File: src/verilog/acsq_pkg.sv
/*
  acsq_pkg: constants and types of the list-based converter sequencer.
  assumes a byte-wide register port and a 24-bit system address space.
*/
package acsq_pkg;

  // register offsets on the byte-wide port
  localparam logic [7:0] ACSQ_CTRL_ADR = 8'h00;
  localparam logic [7:0] ACSQ_SMPT_ADR = 8'h01;
  localparam logic [7:0] ACSQ_TRIG_ADR = 8'h02;
  localparam logic [7:0] ACSQ_STAT_ADR = 8'h03;
  localparam logic [7:0] ACSQ_CIDX_ADR = 8'h04;
  localparam logic [7:0] ACSQ_RIDX_ADR = 8'h05;
  localparam logic [7:0] ACSQ_CMD0_ADR = 8'h08; // four bytes, lsb first
  localparam logic [7:0] ACSQ_OFF0_ADR = 8'h24;
  localparam logic [7:0] ACSQ_OFF1_ADR = 8'h25;

  // control register fields
  localparam int CTL_EN   = 0;
  localparam int CTL_SMOD = 1;
  localparam int CTL_CBM  = 2;
  localparam int CTL_RBM  = 3;
  localparam int CTL_JSEL = 4;
  localparam int CTL_RES  = 5; // two bits
  // trigger register fields
  localparam int TRG_GO    = 0;
  localparam int TRG_CSWAP = 1;

  // reset values
  localparam logic [6:0] ZERO_OFF = 7'h00;

  // command word fields and types
  localparam int         CMD_TYPE_LSB = 30;
  localparam int         CMD_CH_LSB   = 0;
  localparam logic [1:0] CT_NORMAL    = 2'h0;
  localparam logic [1:0] CT_END_SEQ   = 2'h1;
  localparam logic [5:0] CMD_LAST     = 6'h3f; // 64 entries per list

  // entry sizes as address shifts: 32-bit commands, 16-bit results
  localparam int CMD_SHIFT = 2;
  localparam int RES_SHIFT = 1;

  // timing in converter clock cycles
  localparam logic [4:0] PUMP_CYC     = 5'h02;
  localparam logic [4:0] BUFA_CYC     = 5'h02;
  localparam logic [4:0] SMP_MIN_CYC  = 5'h04;
  localparam logic [4:0] SMP_MAX_CODE = 5'h14;
  localparam logic [4:0] SAR_WAIT_CYC = 5'h03; // dac settle + comparator sync
  localparam logic [4:0] RES_BITS     = 5'h10;

  typedef enum logic [6:0] {
    ACSQ_IDLE  = 7'h01,
    ACSQ_FETCH = 7'h02,
    ACSQ_PUMP  = 7'h04,
    ACSQ_BUFS  = 7'h08,
    ACSQ_FINAL = 7'h10,
    ACSQ_CONV  = 7'h20,
    ACSQ_STORE = 7'h40
  } acsq_state_e;

  typedef struct packed {
    logic [23:0] addr;
    logic [15:0] data;
  } acsq_res_s;

  typedef struct packed {
    acsq_state_e st;
    logic [4:0]  cnt;
    logic [3:0]  bitn;
    logic [7:0]  ctl;
    logic [4:0]  smp;
    logic [6:0]  alt_off;
    logic        cmd_sel;
    logic        res_sel;
    logic [5:0]  cidx;
    logic [6:0]  ridx;
    logic [31:0] fetch_w;
    logic [31:0] act;
    logic [11:0] acc;
    logic [11:0] dac;
    logic        pump;
    logic        bamp;
    logic        direct;
    logic        hold;
    logic        freq;
    logic [23:0] faddr;
    logic [7:0]  rdata;
    logic        b0v;
    acsq_res_s   b0;
    logic        b1v;
    acsq_res_s   b1;
    logic        cmp_m;
    logic        cmp_s;
  } acsq_state_s;

  localparam acsq_state_s ACSQ_STATE_RST = '{st: ACSQ_IDLE, default: '0};

endpackage : acsq_pkg

File: src/verilog/acsq_top.sv
/*
  acsq_top: list-based sequencer of a successive-approximation converter.
  assumes memory and register logic on i_clk; only i_cmp is asynchronous.
*/
// How it works
// - the first list offset always reads zero; writes leave it unchanged.
// - the alternate offset is written only when disabled or in special mode.
// - offsets count entries: 16-bit results, 32-bit commands.
// - first lists use the zero offset, second lists the alternate one.
// - sampling runs two cycles through the buffer amplifier, then direct.
// - two pump cycles come right before every sample phase.
// - the input stays disconnected during hold and conversion.
// - resolution is eight, ten or twelve bits by software choice.
// - each result is found by binary search, msb first.
// - a command list holds at most 64 commands; no fetch beyond it.
// - one trigger runs the whole sequence without further triggers.
// - an end-of-sequence or end-of-list type stops the sequence.
// - a list may hold one up to 64 sequences.
// - single or double buffering is chosen per list.
// - fetched commands are double-buffered; the active one is readable.
// - fetch address is base plus offset plus index, scaled by entry size.
// - results are unsigned 16-bit, justified as chosen, unused bits zero.
`timescale 1ns/1ps
`default_nettype none

module acsq_top
  import acsq_pkg::*;
(
  input  wire logic        i_clk,
  input  wire logic        i_rst_n,
  input  wire logic        i_ce,
  input  wire logic [7:0]  i_addr,
  input  wire logic [7:0]  i_wdata,
  input  wire logic        i_wr,
  input  wire logic        i_rd,
  output logic      [7:0]  o_rdata,
  input  wire logic [23:0] i_cmd_base,
  input  wire logic [23:0] i_res_base,
  output logic             o_fetch_req,
  output logic      [23:0] o_fetch_addr,
  input  wire logic        i_fetch_valid,
  input  wire logic [31:0] i_fetch_data,
  output logic             o_res_valid,
  output logic      [23:0] o_res_addr,
  output logic      [15:0] o_res_data,
  input  wire logic        i_res_ready,
  output logic      [5:0]  o_channel,
  output logic             o_pump,
  output logic             o_buf_amp,
  output logic             o_direct,
  output logic             o_hold,
  output logic      [11:0] o_dac_code,
  input  wire logic        i_cmp
);

  acsq_state_s q;
  acsq_state_s d;
  logic [3:0]  nbits;
  logic [4:0]  smp_cyc;
  logic [4:0]  jshift;
  logic [6:0]  res_off;
  logic [7:0]  res_ofs;
  logic [1:0]  ctype;
  logic [11:0] acc_new;
  logic        pop;
  logic        push;
  logic        go;
  logic        cswap;
  logic        last_cmd;
  acsq_res_s   ent;

  // command fetch address for a given list index
  function automatic logic [23:0] cmd_addr(input logic [23:0] base,
                                           input logic        sel,
                                           input logic [6:0]  alt,
                                           input logic [5:0]  idx);
    logic [7:0] ofs;
    ofs = {1'b0, (sel ? alt : ZERO_OFF)} + {2'b00, idx};
    return base + ({16'h0000, ofs} << CMD_SHIFT);
  endfunction : cmd_addr

  // decoded configuration and result entry
  always_comb begin : decode
    unique case (q.ctl[CTL_RES +: 2])
      2'h0:    nbits = 4'h8;
      2'h1:    nbits = 4'ha;
      default: nbits = 4'hc;
    endcase
    smp_cyc  = (q.smp > SMP_MAX_CODE) ? (SMP_MAX_CODE + SMP_MIN_CYC)
                                      : (q.smp + SMP_MIN_CYC);
    jshift   = RES_BITS - {1'b0, nbits};
    res_off  = q.res_sel ? q.alt_off : ZERO_OFF;
    res_ofs  = {1'b0, res_off} + {1'b0, q.ridx};
    ctype    = q.act[CMD_TYPE_LSB +: 2];
    last_cmd = (q.cidx == CMD_LAST);
    acc_new  = q.cmp_s ? q.dac : q.acc;
    ent.addr = i_res_base + ({16'h0000, res_ofs} << RES_SHIFT);
    if (q.ctl[CTL_JSEL]) begin
      ent.data = {4'h0, q.acc};
    end else begin
      ent.data = 16'({4'h0, q.acc} << jshift);
    end
  end

  // next-state logic: register port, sequencer and result buffer
  always_comb begin : next
    d      = q;
    go     = 1'b0;
    cswap  = 1'b0;
    push   = 1'b0;
    pop    = q.b0v && i_res_ready;
    d.cmp_m = i_cmp;
    d.cmp_s = q.cmp_m;

    // register writes
    if (i_wr) begin
      case (i_addr)
        ACSQ_CTRL_ADR: d.ctl = i_wdata;
        ACSQ_SMPT_ADR: d.smp = i_wdata[4:0];
        ACSQ_TRIG_ADR: begin
          go    = i_wdata[TRG_GO];
          cswap = i_wdata[TRG_CSWAP];
        end
        ACSQ_OFF1_ADR: begin
          if (!q.ctl[CTL_EN] || q.ctl[CTL_SMOD]) begin
            d.alt_off = i_wdata[6:0];
          end
        end
        default: ; // the zero offset ignores writes
      endcase
    end

    // register reads, data valid in the next cycle only
    d.rdata = 8'h00;
    if (i_rd) begin
      case (i_addr)
        ACSQ_CTRL_ADR: d.rdata = q.ctl;
        ACSQ_SMPT_ADR: d.rdata = {3'h0, q.smp};
        ACSQ_STAT_ADR: d.rdata = {4'h0, q.res_sel, q.cmd_sel, q.b1v,
                                  (q.st != ACSQ_IDLE)};
        ACSQ_CIDX_ADR: d.rdata = {2'h0, q.cidx};
        ACSQ_RIDX_ADR: d.rdata = {1'b0, q.ridx};
        ACSQ_OFF0_ADR: d.rdata = {1'b0, ZERO_OFF};
        ACSQ_OFF1_ADR: d.rdata = {1'b0, q.alt_off};
        default: begin
          if (i_addr[7:2] == ACSQ_CMD0_ADR[7:2]) begin
            d.rdata = q.act[{i_addr[1:0], 3'h0} +: 8];
          end
        end
      endcase
    end

    // sequencer
    unique case (q.st)
      ACSQ_IDLE: begin
        if (cswap && q.ctl[CTL_CBM]) begin
          d.cmd_sel = ~q.cmd_sel;
        end
        if (go && q.ctl[CTL_EN]) begin
          d.st    = ACSQ_FETCH;
          d.freq  = 1'b1;
          d.faddr = cmd_addr(i_cmd_base, d.cmd_sel, q.alt_off, q.cidx);
        end
      end
      ACSQ_FETCH: begin
        if (i_fetch_valid) begin
          d.freq    = 1'b0;
          d.fetch_w = i_fetch_data;
          d.st      = ACSQ_PUMP;
          d.cnt     = PUMP_CYC - 5'h01;
        end
      end
      ACSQ_PUMP: begin
        if (q.cnt == PUMP_CYC - 5'h01) begin
          d.act = q.fetch_w;
        end
        if (q.cnt == 5'h00) begin
          d.st  = ACSQ_BUFS;
          d.cnt = BUFA_CYC - 5'h01;
        end else begin
          d.cnt = q.cnt - 5'h01;
        end
      end
      ACSQ_BUFS: begin
        if (q.cnt == 5'h00) begin
          d.st  = ACSQ_FINAL;
          d.cnt = smp_cyc - BUFA_CYC - 5'h01;
        end else begin
          d.cnt = q.cnt - 5'h01;
        end
      end
      ACSQ_FINAL: begin
        if (q.cnt == 5'h00) begin
          d.st   = ACSQ_CONV;
          d.bitn = nbits - 4'h1;
          d.acc  = 12'h000;
          d.dac  = 12'h001 << (nbits - 4'h1);
          d.cnt  = SAR_WAIT_CYC - 5'h01;
        end else begin
          d.cnt = q.cnt - 5'h01;
        end
      end
      ACSQ_CONV: begin
        if (q.cnt != 5'h00) begin
          d.cnt = q.cnt - 5'h01;
        end else begin
          d.acc = acc_new;
          if (q.bitn == 4'h0) begin
            d.st = ACSQ_STORE;
          end else begin
            d.bitn = q.bitn - 4'h1;
            d.dac  = acc_new | (12'h001 << (q.bitn - 4'h1));
            d.cnt  = SAR_WAIT_CYC - 5'h01;
          end
        end
      end
      ACSQ_STORE: begin
        if (!q.b1v) begin
          push   = 1'b1;
          d.ridx = q.ridx + 7'h01;
          if (ctype == CT_NORMAL && !last_cmd) begin
            d.cidx  = q.cidx + 6'h01;
            d.st    = ACSQ_FETCH;
            d.freq  = 1'b1;
            d.faddr = cmd_addr(i_cmd_base, q.cmd_sel, q.alt_off, d.cidx);
          end else if (ctype == CT_END_SEQ && !last_cmd) begin
            d.cidx = q.cidx + 6'h01;
            d.st   = ACSQ_IDLE;
          end else begin
            d.cidx = 6'h00;
            d.ridx = 7'h00;
            d.st   = ACSQ_IDLE;
            if (q.ctl[CTL_RBM]) begin
              d.res_sel = ~q.res_sel;
            end
          end
        end
      end
      default: d.st = ACSQ_IDLE;
    endcase

    // disabling aborts any conversion and rewinds both lists
    if (!d.ctl[CTL_EN]) begin
      d.st   = ACSQ_IDLE;
      d.freq = 1'b0;
      d.cidx = 6'h00;
      d.ridx = 7'h00;
    end
    if (!d.ctl[CTL_CBM]) begin
      d.cmd_sel = 1'b0;
    end
    if (!d.ctl[CTL_RBM]) begin
      d.res_sel = 1'b0;
    end

    // analog switches follow the next state
    d.pump   = (d.st == ACSQ_PUMP);
    d.bamp   = (d.st == ACSQ_BUFS);
    d.direct = (d.st == ACSQ_FINAL);
    d.hold   = (d.st == ACSQ_CONV);

    // two-entry result buffer: b0 is the output stage
    if (pop) begin
      d.b0v = q.b1v;
      d.b0  = q.b1;
      d.b1v = 1'b0;
    end
    if (push) begin
      if (!d.b0v) begin
        d.b0v = 1'b1;
        d.b0  = ent;
      end else begin
        d.b1v = 1'b1;
        d.b1  = ent;
      end
    end
  end

  // all state in one register, frozen while the clock enable is low
  always_ff @(posedge i_clk or negedge i_rst_n) begin : regs
    if (!i_rst_n) begin
      q <= ACSQ_STATE_RST;
    end else if (i_ce) begin
      q <= d;
    end
  end

  // outputs straight from the state register
  assign o_rdata      = q.rdata;
  assign o_fetch_req  = q.freq;
  assign o_fetch_addr = q.faddr;
  assign o_res_valid  = q.b0v;
  assign o_res_addr   = q.b0.addr;
  assign o_res_data   = q.b0.data;
  assign o_channel    = q.act[CMD_CH_LSB +: 6];
  assign o_pump       = q.pump;
  assign o_buf_amp    = q.bamp;
  assign o_direct     = q.direct;
  assign o_hold       = q.hold;
  assign o_dac_code   = q.dac;
endmodule : acsq_top

`default_nettype wire

File: config.mk
export PLATFORM = sky130hd
export DESIGN_NAME = acsq_top
export DESIGN_NICKNAME = d
export VERILOG_FILES = /design/src/verilog/acsq_pkg.sv /design/src/verilog/acsq_top.sv
export SDC_FILE = /design/constraint.sdc
export NUM_CORES = 1
export LEC_CHECK = 0
export BUFFER_PORTS_ARGS = -buffer_cell sky130_fd_sc_hd__buf_4
export CORE_UTILIZATION = 63
export DETAILED_ROUTE_END_ITERATION = 7
export PLACE_DENSITY = 0.86
export SYNTH_ARGS = -nofsm -noshare
export SYNTH_HDL_FRONTEND = slang
export SYNTH_SLANG_ARGS = --single-unit
File: constraint.sdc
create_clock -name i_clk -period 7.18 [get_ports i_clk]
set_clock_uncertainty 0.1 [all_clocks]
set_input_delay 0.718 -clock i_clk [delete_from_list [all_inputs] [get_ports i_clk]]
set_output_delay 0.718 -clock i_clk [all_outputs]
set_load 0.03 [all_outputs]
# Yosys cells after proc, flatten, opt, wreduce, memory -nomap -nowiden
# Cells that the tools add are included.
[totals]
ff_bits = 260
latchBits = 0
mem_bits_rw = 0
mem_bits_ro = 0
inputBits = 104
out_inout_bits = 96
elab_cells = 200
memories = 0
[classes]
add_sub_neg = 15
mul = 0
div_mod_pow = 0
magnitude_cmp = 1
n_eq_ne = 45
shifts = 4
muxes = 71
bitwise = 3
reduce_logical = 31
[op_table]
columns = ["operator", "count"]
rows = [
  ["two-way mux 7 bit", 15],
  ["case mux 24 bit (2 select lines)", 2],
  ["two-way mux 82 bit", 1],
  ["two-way mux 25 bit", 3],
  ["case mux 8 bit (7 select lines)", 1],
  ["case mux 7 bit (7 select lines)", 1],
  ["adder 24 x 10 -> 24 bit", 2],
  ["two-way mux 24 bit", 2],
  ["two-way mux 42 bit", 1],
  ["two-way mux 41 bit", 1],
  ["two-way mux 40 bit", 1],
  ["two-way mux 12 bit", 3],
  ["two-way mux 16 bit", 2],
  ["indexed part select 32 x 6 -> 8 bit", 1],
  ["two-way mux 5 bit", 6],
  ["two-way mux 14 bit", 2],
  ["case mux 5 bit (5 select lines)", 1],
  ["adder 24 x 9 -> 24 bit", 1],
  ["!= test 2 bit, second input constant", 12],
  ["<< shifter 1 x 4 -> 12 bit, first input constant", 2],
  ["AND reduction 3 bit", 6],
  ["adder 7 x 6 -> 8 bit", 2],
  ["equality test 8 x 2 -> 1 bit, second input constant", 2],
  ["equality test 8 x 3 -> 1 bit, second input constant", 2],
  ["other kinds (52)", 98],
]

# Logic depth before layout (Yosys ltp)
[logic_depth]
depth_word = 12
ltp_mapped = 21
mapped_depth_nobuf = 20

# Least setup slack after synthesis
# Ideal clock, no wire load.
[synth_timing]
path_type = "input to register"
start = "input port i_addr[5]"
end = "register q (netlist bit o_fetch_addr[13])"
setup_ns = 0.132
arrival_time_ns = 4.486
required_time_ns = 6.948
path_slack_ns = 2.462
cell_stages = 20
path_buffers = 0
path_cell_list = "nor4_4 -> nand4_1 -> nor2_1 -> xnor2_1 -> nor2b_1 -> ha_1 -> fa_1 -> a211oi_1 -> o21bai_1 -> a21oi_1 -> nor2_1 -> nor2_1 -> a21oi_1 -> ha_1 -> a2111oi_0 -> o21ai_0 -> a31oi_1 -> nor2_1 -> xnor2_1 -> o21ai_1"
[synth_between]
elab_chain_cells = 11
elab_cells_between_ends = 16
cone_classes = "add/sub: 2; eq/ne: 2; mux: 9; reduce/logical: 3"
[synth_lines]
columns = ["item", "line_no", "text"]
rows = [
  ["from (decl)", "acsq_top.sv:32", "input wire logic [7:0] i_addr,"],
  ["equality test 8 x 2 -> 1 bit (*)", "acsq_top.sv:117", "case (i_addr)"],
  ["two-way mux 1 bit", "acsq_top.sv:117", ""],
  ["two-way mux 1 bit", "acsq_top.sv:116", "if (i_wr) begin"],
  ["logical AND 1 bit", "acsq_top.sv:156", "if (cswap && q.ctl[CTL_CBM]) begin"],
  ["two-way mux 1 bit", "acsq_top.sv:156", ""],
  ["two-way mux 1 bit", "acsq_top.sv:154", "unique case (q.st)"],
  ["two-way mux 7 bit", "acsq_top.sv:78", "ofs = {1'b0, (sel ? alt : ZERO_OFF)} + {2'b00, idx};"],
  ["adder 7 x 6 -> 8 bit", "acsq_top.sv:78", ""],
  ["adder 24 x 10 -> 24 bit", "acsq_top.sv:79", "return base + ({16'h0000, ofs} << CMD_SHIFT);"],
  ["two-way mux 25 bit", "acsq_top.sv:159", "if (go && q.ctl[CTL_EN]) begin"],
  ["case mux 24 bit (2 select lines)", "acsq_top.sv:154", ""],
  ["to (signal assigned)", "acsq_top.sv:282", "q <= ACSQ_STATE_RST;"],
  ["to (signal assigned)", "acsq_top.sv:284", "q <= d;"],
  ["to (decl)", "acsq_top.sv:56", "acsq_state_s q;"],
]
# Mark *: on every way between the ends. The rest lies on a longest branch, timed or not. The select of a mux whose other input is x is not followed.
# A chain may end at the register's enable or synchronous reset.

# Final worst setup path
[layout_timing]
start = "input port i_addr[0]"
end = "register q (netlist bit o_fetch_addr[17])"
# The elaborated chain is that of the path after synthesis.

==> metrics.txt <==
Chip Height=157 µm; largest net degree at the start of global routing=166; final slew viol count=0; P_int=0.00274 W; routed len/inst=19.3 µm; HPWL after detailed placement=26400 µm; Mapped Nets=1744; Post-synth ARST share=100%; hold bufs inserted after CTS=0; cell mode on critical path=nor2_1; drt total wl=38400 µm; crit-path max cell delay=710 ps; Reg2Reg Launch Point=q[223]$_DFFE_PN0P_; switching pwr=0.00117 W; post-synth cell types=75; DR vias=12500; Worst VDD drop=0.000192 V; Worst Tran Pin Value=1230 ps; grt total ovfl=0; CP Capture Type=flop; synthesized area=0.0152 mm²; Longest Clk Path Bufs=3; Sequential Power Share=42.8%; fmax=193 MHz; final hold viol count=0; Worst-Skew Late Latency=540 ps; Root Buffer=clkbuf_16; worst hold path class=in -> async; Post-Synthesis Mean Instance Area=9.57 µm²; period utilisation layout=72.0%; DRT iter0 DRCs=1183; worst-path fanout max=25; combinational share of power=20.1%; status=complete, no violations; Layout area overhead=12.6%; Worst Setup Path Type=in -> reg; Worst Path Required=7510 ps; clock sinks=260; Sw Share=29.9%; RSZ-0062 raised after global routing=false; PortBufs=199; Worst-path clk slew=60 ps; postcts setup bufs=0; layout cells sized above 1=21.9%; Ys Warns=0; fin nets=1811; GRT Overall Usage=31.4%; Yosys top cell area share=42.7%; crit path from=i_addr[0]; PwrDens=229 mW/mm²; crit-path leading delay family=compound AO/OA/AOI/OAI gates; sequential share of the synthesized area=42.9%; die area=0.0247 mm²; Leak Pwr=8.05 nW; fill cell count=1712; max_cap viols=0; first-pass GRT wire length=61900 µm; synthesized flop and latch total=260; CTS Buf Count=29; WP buf/inv=1; core box area=0.0235 mm²; row cnt=56; Resize count post-CTS=0; number of routed nets with antenna violations=0; I/O pin cnt=200; Area contributors post-synth=dfrtp_1 43%, mux2_2 6.5%, nand2_1 4.9%, buf_4 4.5%, ha_1 4.0%; CTS tree=done; Pre-antenna DRT Iters=5; Main synth FF type=dfrtp_1; Initial Utilization=64.5%; initial antenna violation count=2; largest area contributor in the netlist=dfrtp_1; RePlAce Congestion=0.943; Setup TNS Final=0 ps; vias in the first global route=12200; DR DRC count=0; Final min period=5170 ps; Worst slew margin=17.5%; final setup fails=0; CP Launch Type=input port; vias per inst=6.28; CP max stage cell=xnor2_1; Clk network pwr share=37.1%; final hold slack=73.2 ps; Die W=157 µm; CP arrival=5500 ps; critical path cell sequence=buf_4, nor2b_1, nand4_1, nor2_1, xnor2_1, nor2b_1, ha_1, fa_1, a211oi_1, o21bai_1, a21oi_1, nor2_1, nor2_1, a21oi_1, ha_1, a2111oi_0, o21ai_0, nand2_1, o21ai_0, mux2i_1, nor2_1; cell count after synthesis=1587; Post-synth EDFFs=0; Clock H-tree levels=1
## cell type report
| type | instances | area [µm²] | share of cell area [%] |
|---|---|---|---|
| multi-input cells | 1134 | 7590 | 44.4 |
| flip-flops and latches | 260 | 6510 | 38.1 |
| repair buffers | 206 | 1570 | 9.17 |
| clock buffers | 42 | 825 | 4.83 |
| well taps | 319 | 399 | 2.34 |
| clock inverters | 10 | 103 | 0.600 |
| inverters | 23 | 86.3 | 0.505 |
| diodes | 2 | 5.00 | 0.0293 |
## metal layers
metal,wire length [µm],track usage (%)
met1,15800,41.8
met2,18300,51.5
met3,2840,4.13
met4,1450,13.8
met5,0,0
## cell usage in the layout (no fill, tap or decap), types with 22 or more instances in the layout
master | netlist | layout
nor3_1 | 23 | 22
inv_1 | 22 | 22
dfrtp_1 | 259 | 259
ha_1 | 48 | 48
a21oi_1 | 98 | 98
mux2_2 | 87 | 87
o21ai_0 | 96 | 96
buf_4 | 91 | 204
nor2_1 | 110 | 109
xnor2_1 | 37 | 37
clkbuf_16 | 0 | 29
o22ai_1 | 36 | 36
and2_1 | 23 | 23
a22o_1 | 22 | 22
nand3_1 | 30 | 29
nor2b_1 | 28 | 28
nand2_1 | 199 | 199
## flip-flops by register name, summed over array words and instances, names as in the netlist, 2 cells and up
register,cells
o_rdata,8
o_res_data,16
o_fetch_addr,24
o_res_addr,24
o_channel,6
o_dac_code,12
q,161
ctype,2
## power by group through the flow
stage | combinational (W) | sequential (W) | clock, W
6_report | 0.000784 | 0.00167 | 0.00145
5_1_grt | 0.000846 | 0.00168 | 0.00153
4_1_cts | 0.000786 | 0.00167 | 0.00147
3_5_place_dp | 0.000780 | 0.00169 | 0
3_3_place_gp | 0.000759 | 0.00169 | 0
2_1_floorplan | 0.000605 | 0.00166 | 0
## per-stage QoR
step                      power (W)  setup slack [ps]  instance area (µm²)  util, %  cells
after floorplan             0.00227              2460                15200        -   1587
after global placement      0.00245              1890                16200     68.6   1942
after detailed placement    0.00247              1570                16200     68.6   1942
after CTS                   0.00393              2080                17100     72.6   1994
after global routing        0.00405              1590                17100     72.6   1996
final                       0.00391              2010                17100     72.6   1996
## Yosys cell counts (all sizes together) (4+ instances only)
library cell,count
fa,5
o31ai,11
xnor2,37
o21a,10
mux2,87
o2bb2ai,15
a32oi,10
buf,116
dfrtp,259
or3,6
inv,22
a31oi,7
nand2b,9
and2,24
mux2i,20
a211oi,15
a22o,22
a22oi,19
nor4,6
xor2,20
o31a,5
o22ai,36
and3,13
o21ai,107
nor2,110
nor4b,4
nand4,19
clkbuf,54
ha,48
mux4,8
nor3,23
nor3b,8
nand3,31
a21oi,98
or2,4
nand2,200
o211ai,5
a21o,16
nand4b,4
o21bai,6
nor2b,28
## cell families after synthesis
| kind of cell | share of synthesized area (%) |
|---|---|
| AOI/OAI and AO/OA | 17.4 |
| xor gates and xnor gates | 3.29 |
| adders and majority gates | 4.62 |
| buffers and inverters | 7.19 |
| DFF | 42.9 |
| muxes | 8.96 |
| and+or+nand+nor | 15.7 |
## path summary, 6_finish.rpt
check	to	slack, ps	depth (start not counted)
max	o_fetch_addr[17]$_DFFE_PN0P_	2010	21
min	o_fetch_addr[5]$_DFFE_PN0P_	70	1
max reg2reg	o_fetch_addr[17]$_DFFE_PN0P_	2290	17
min reg2reg	o_fetch_addr[1]$_DFFE_PN0P_	370	2
max in group asynchronous	q[139]$_DFFE_PN0P_	5530	2
min in group i_clk	o_fetch_addr[1]$_DFFE_PN0P_	270	3
Note: power is estimated with default switching activity, not from simulation.
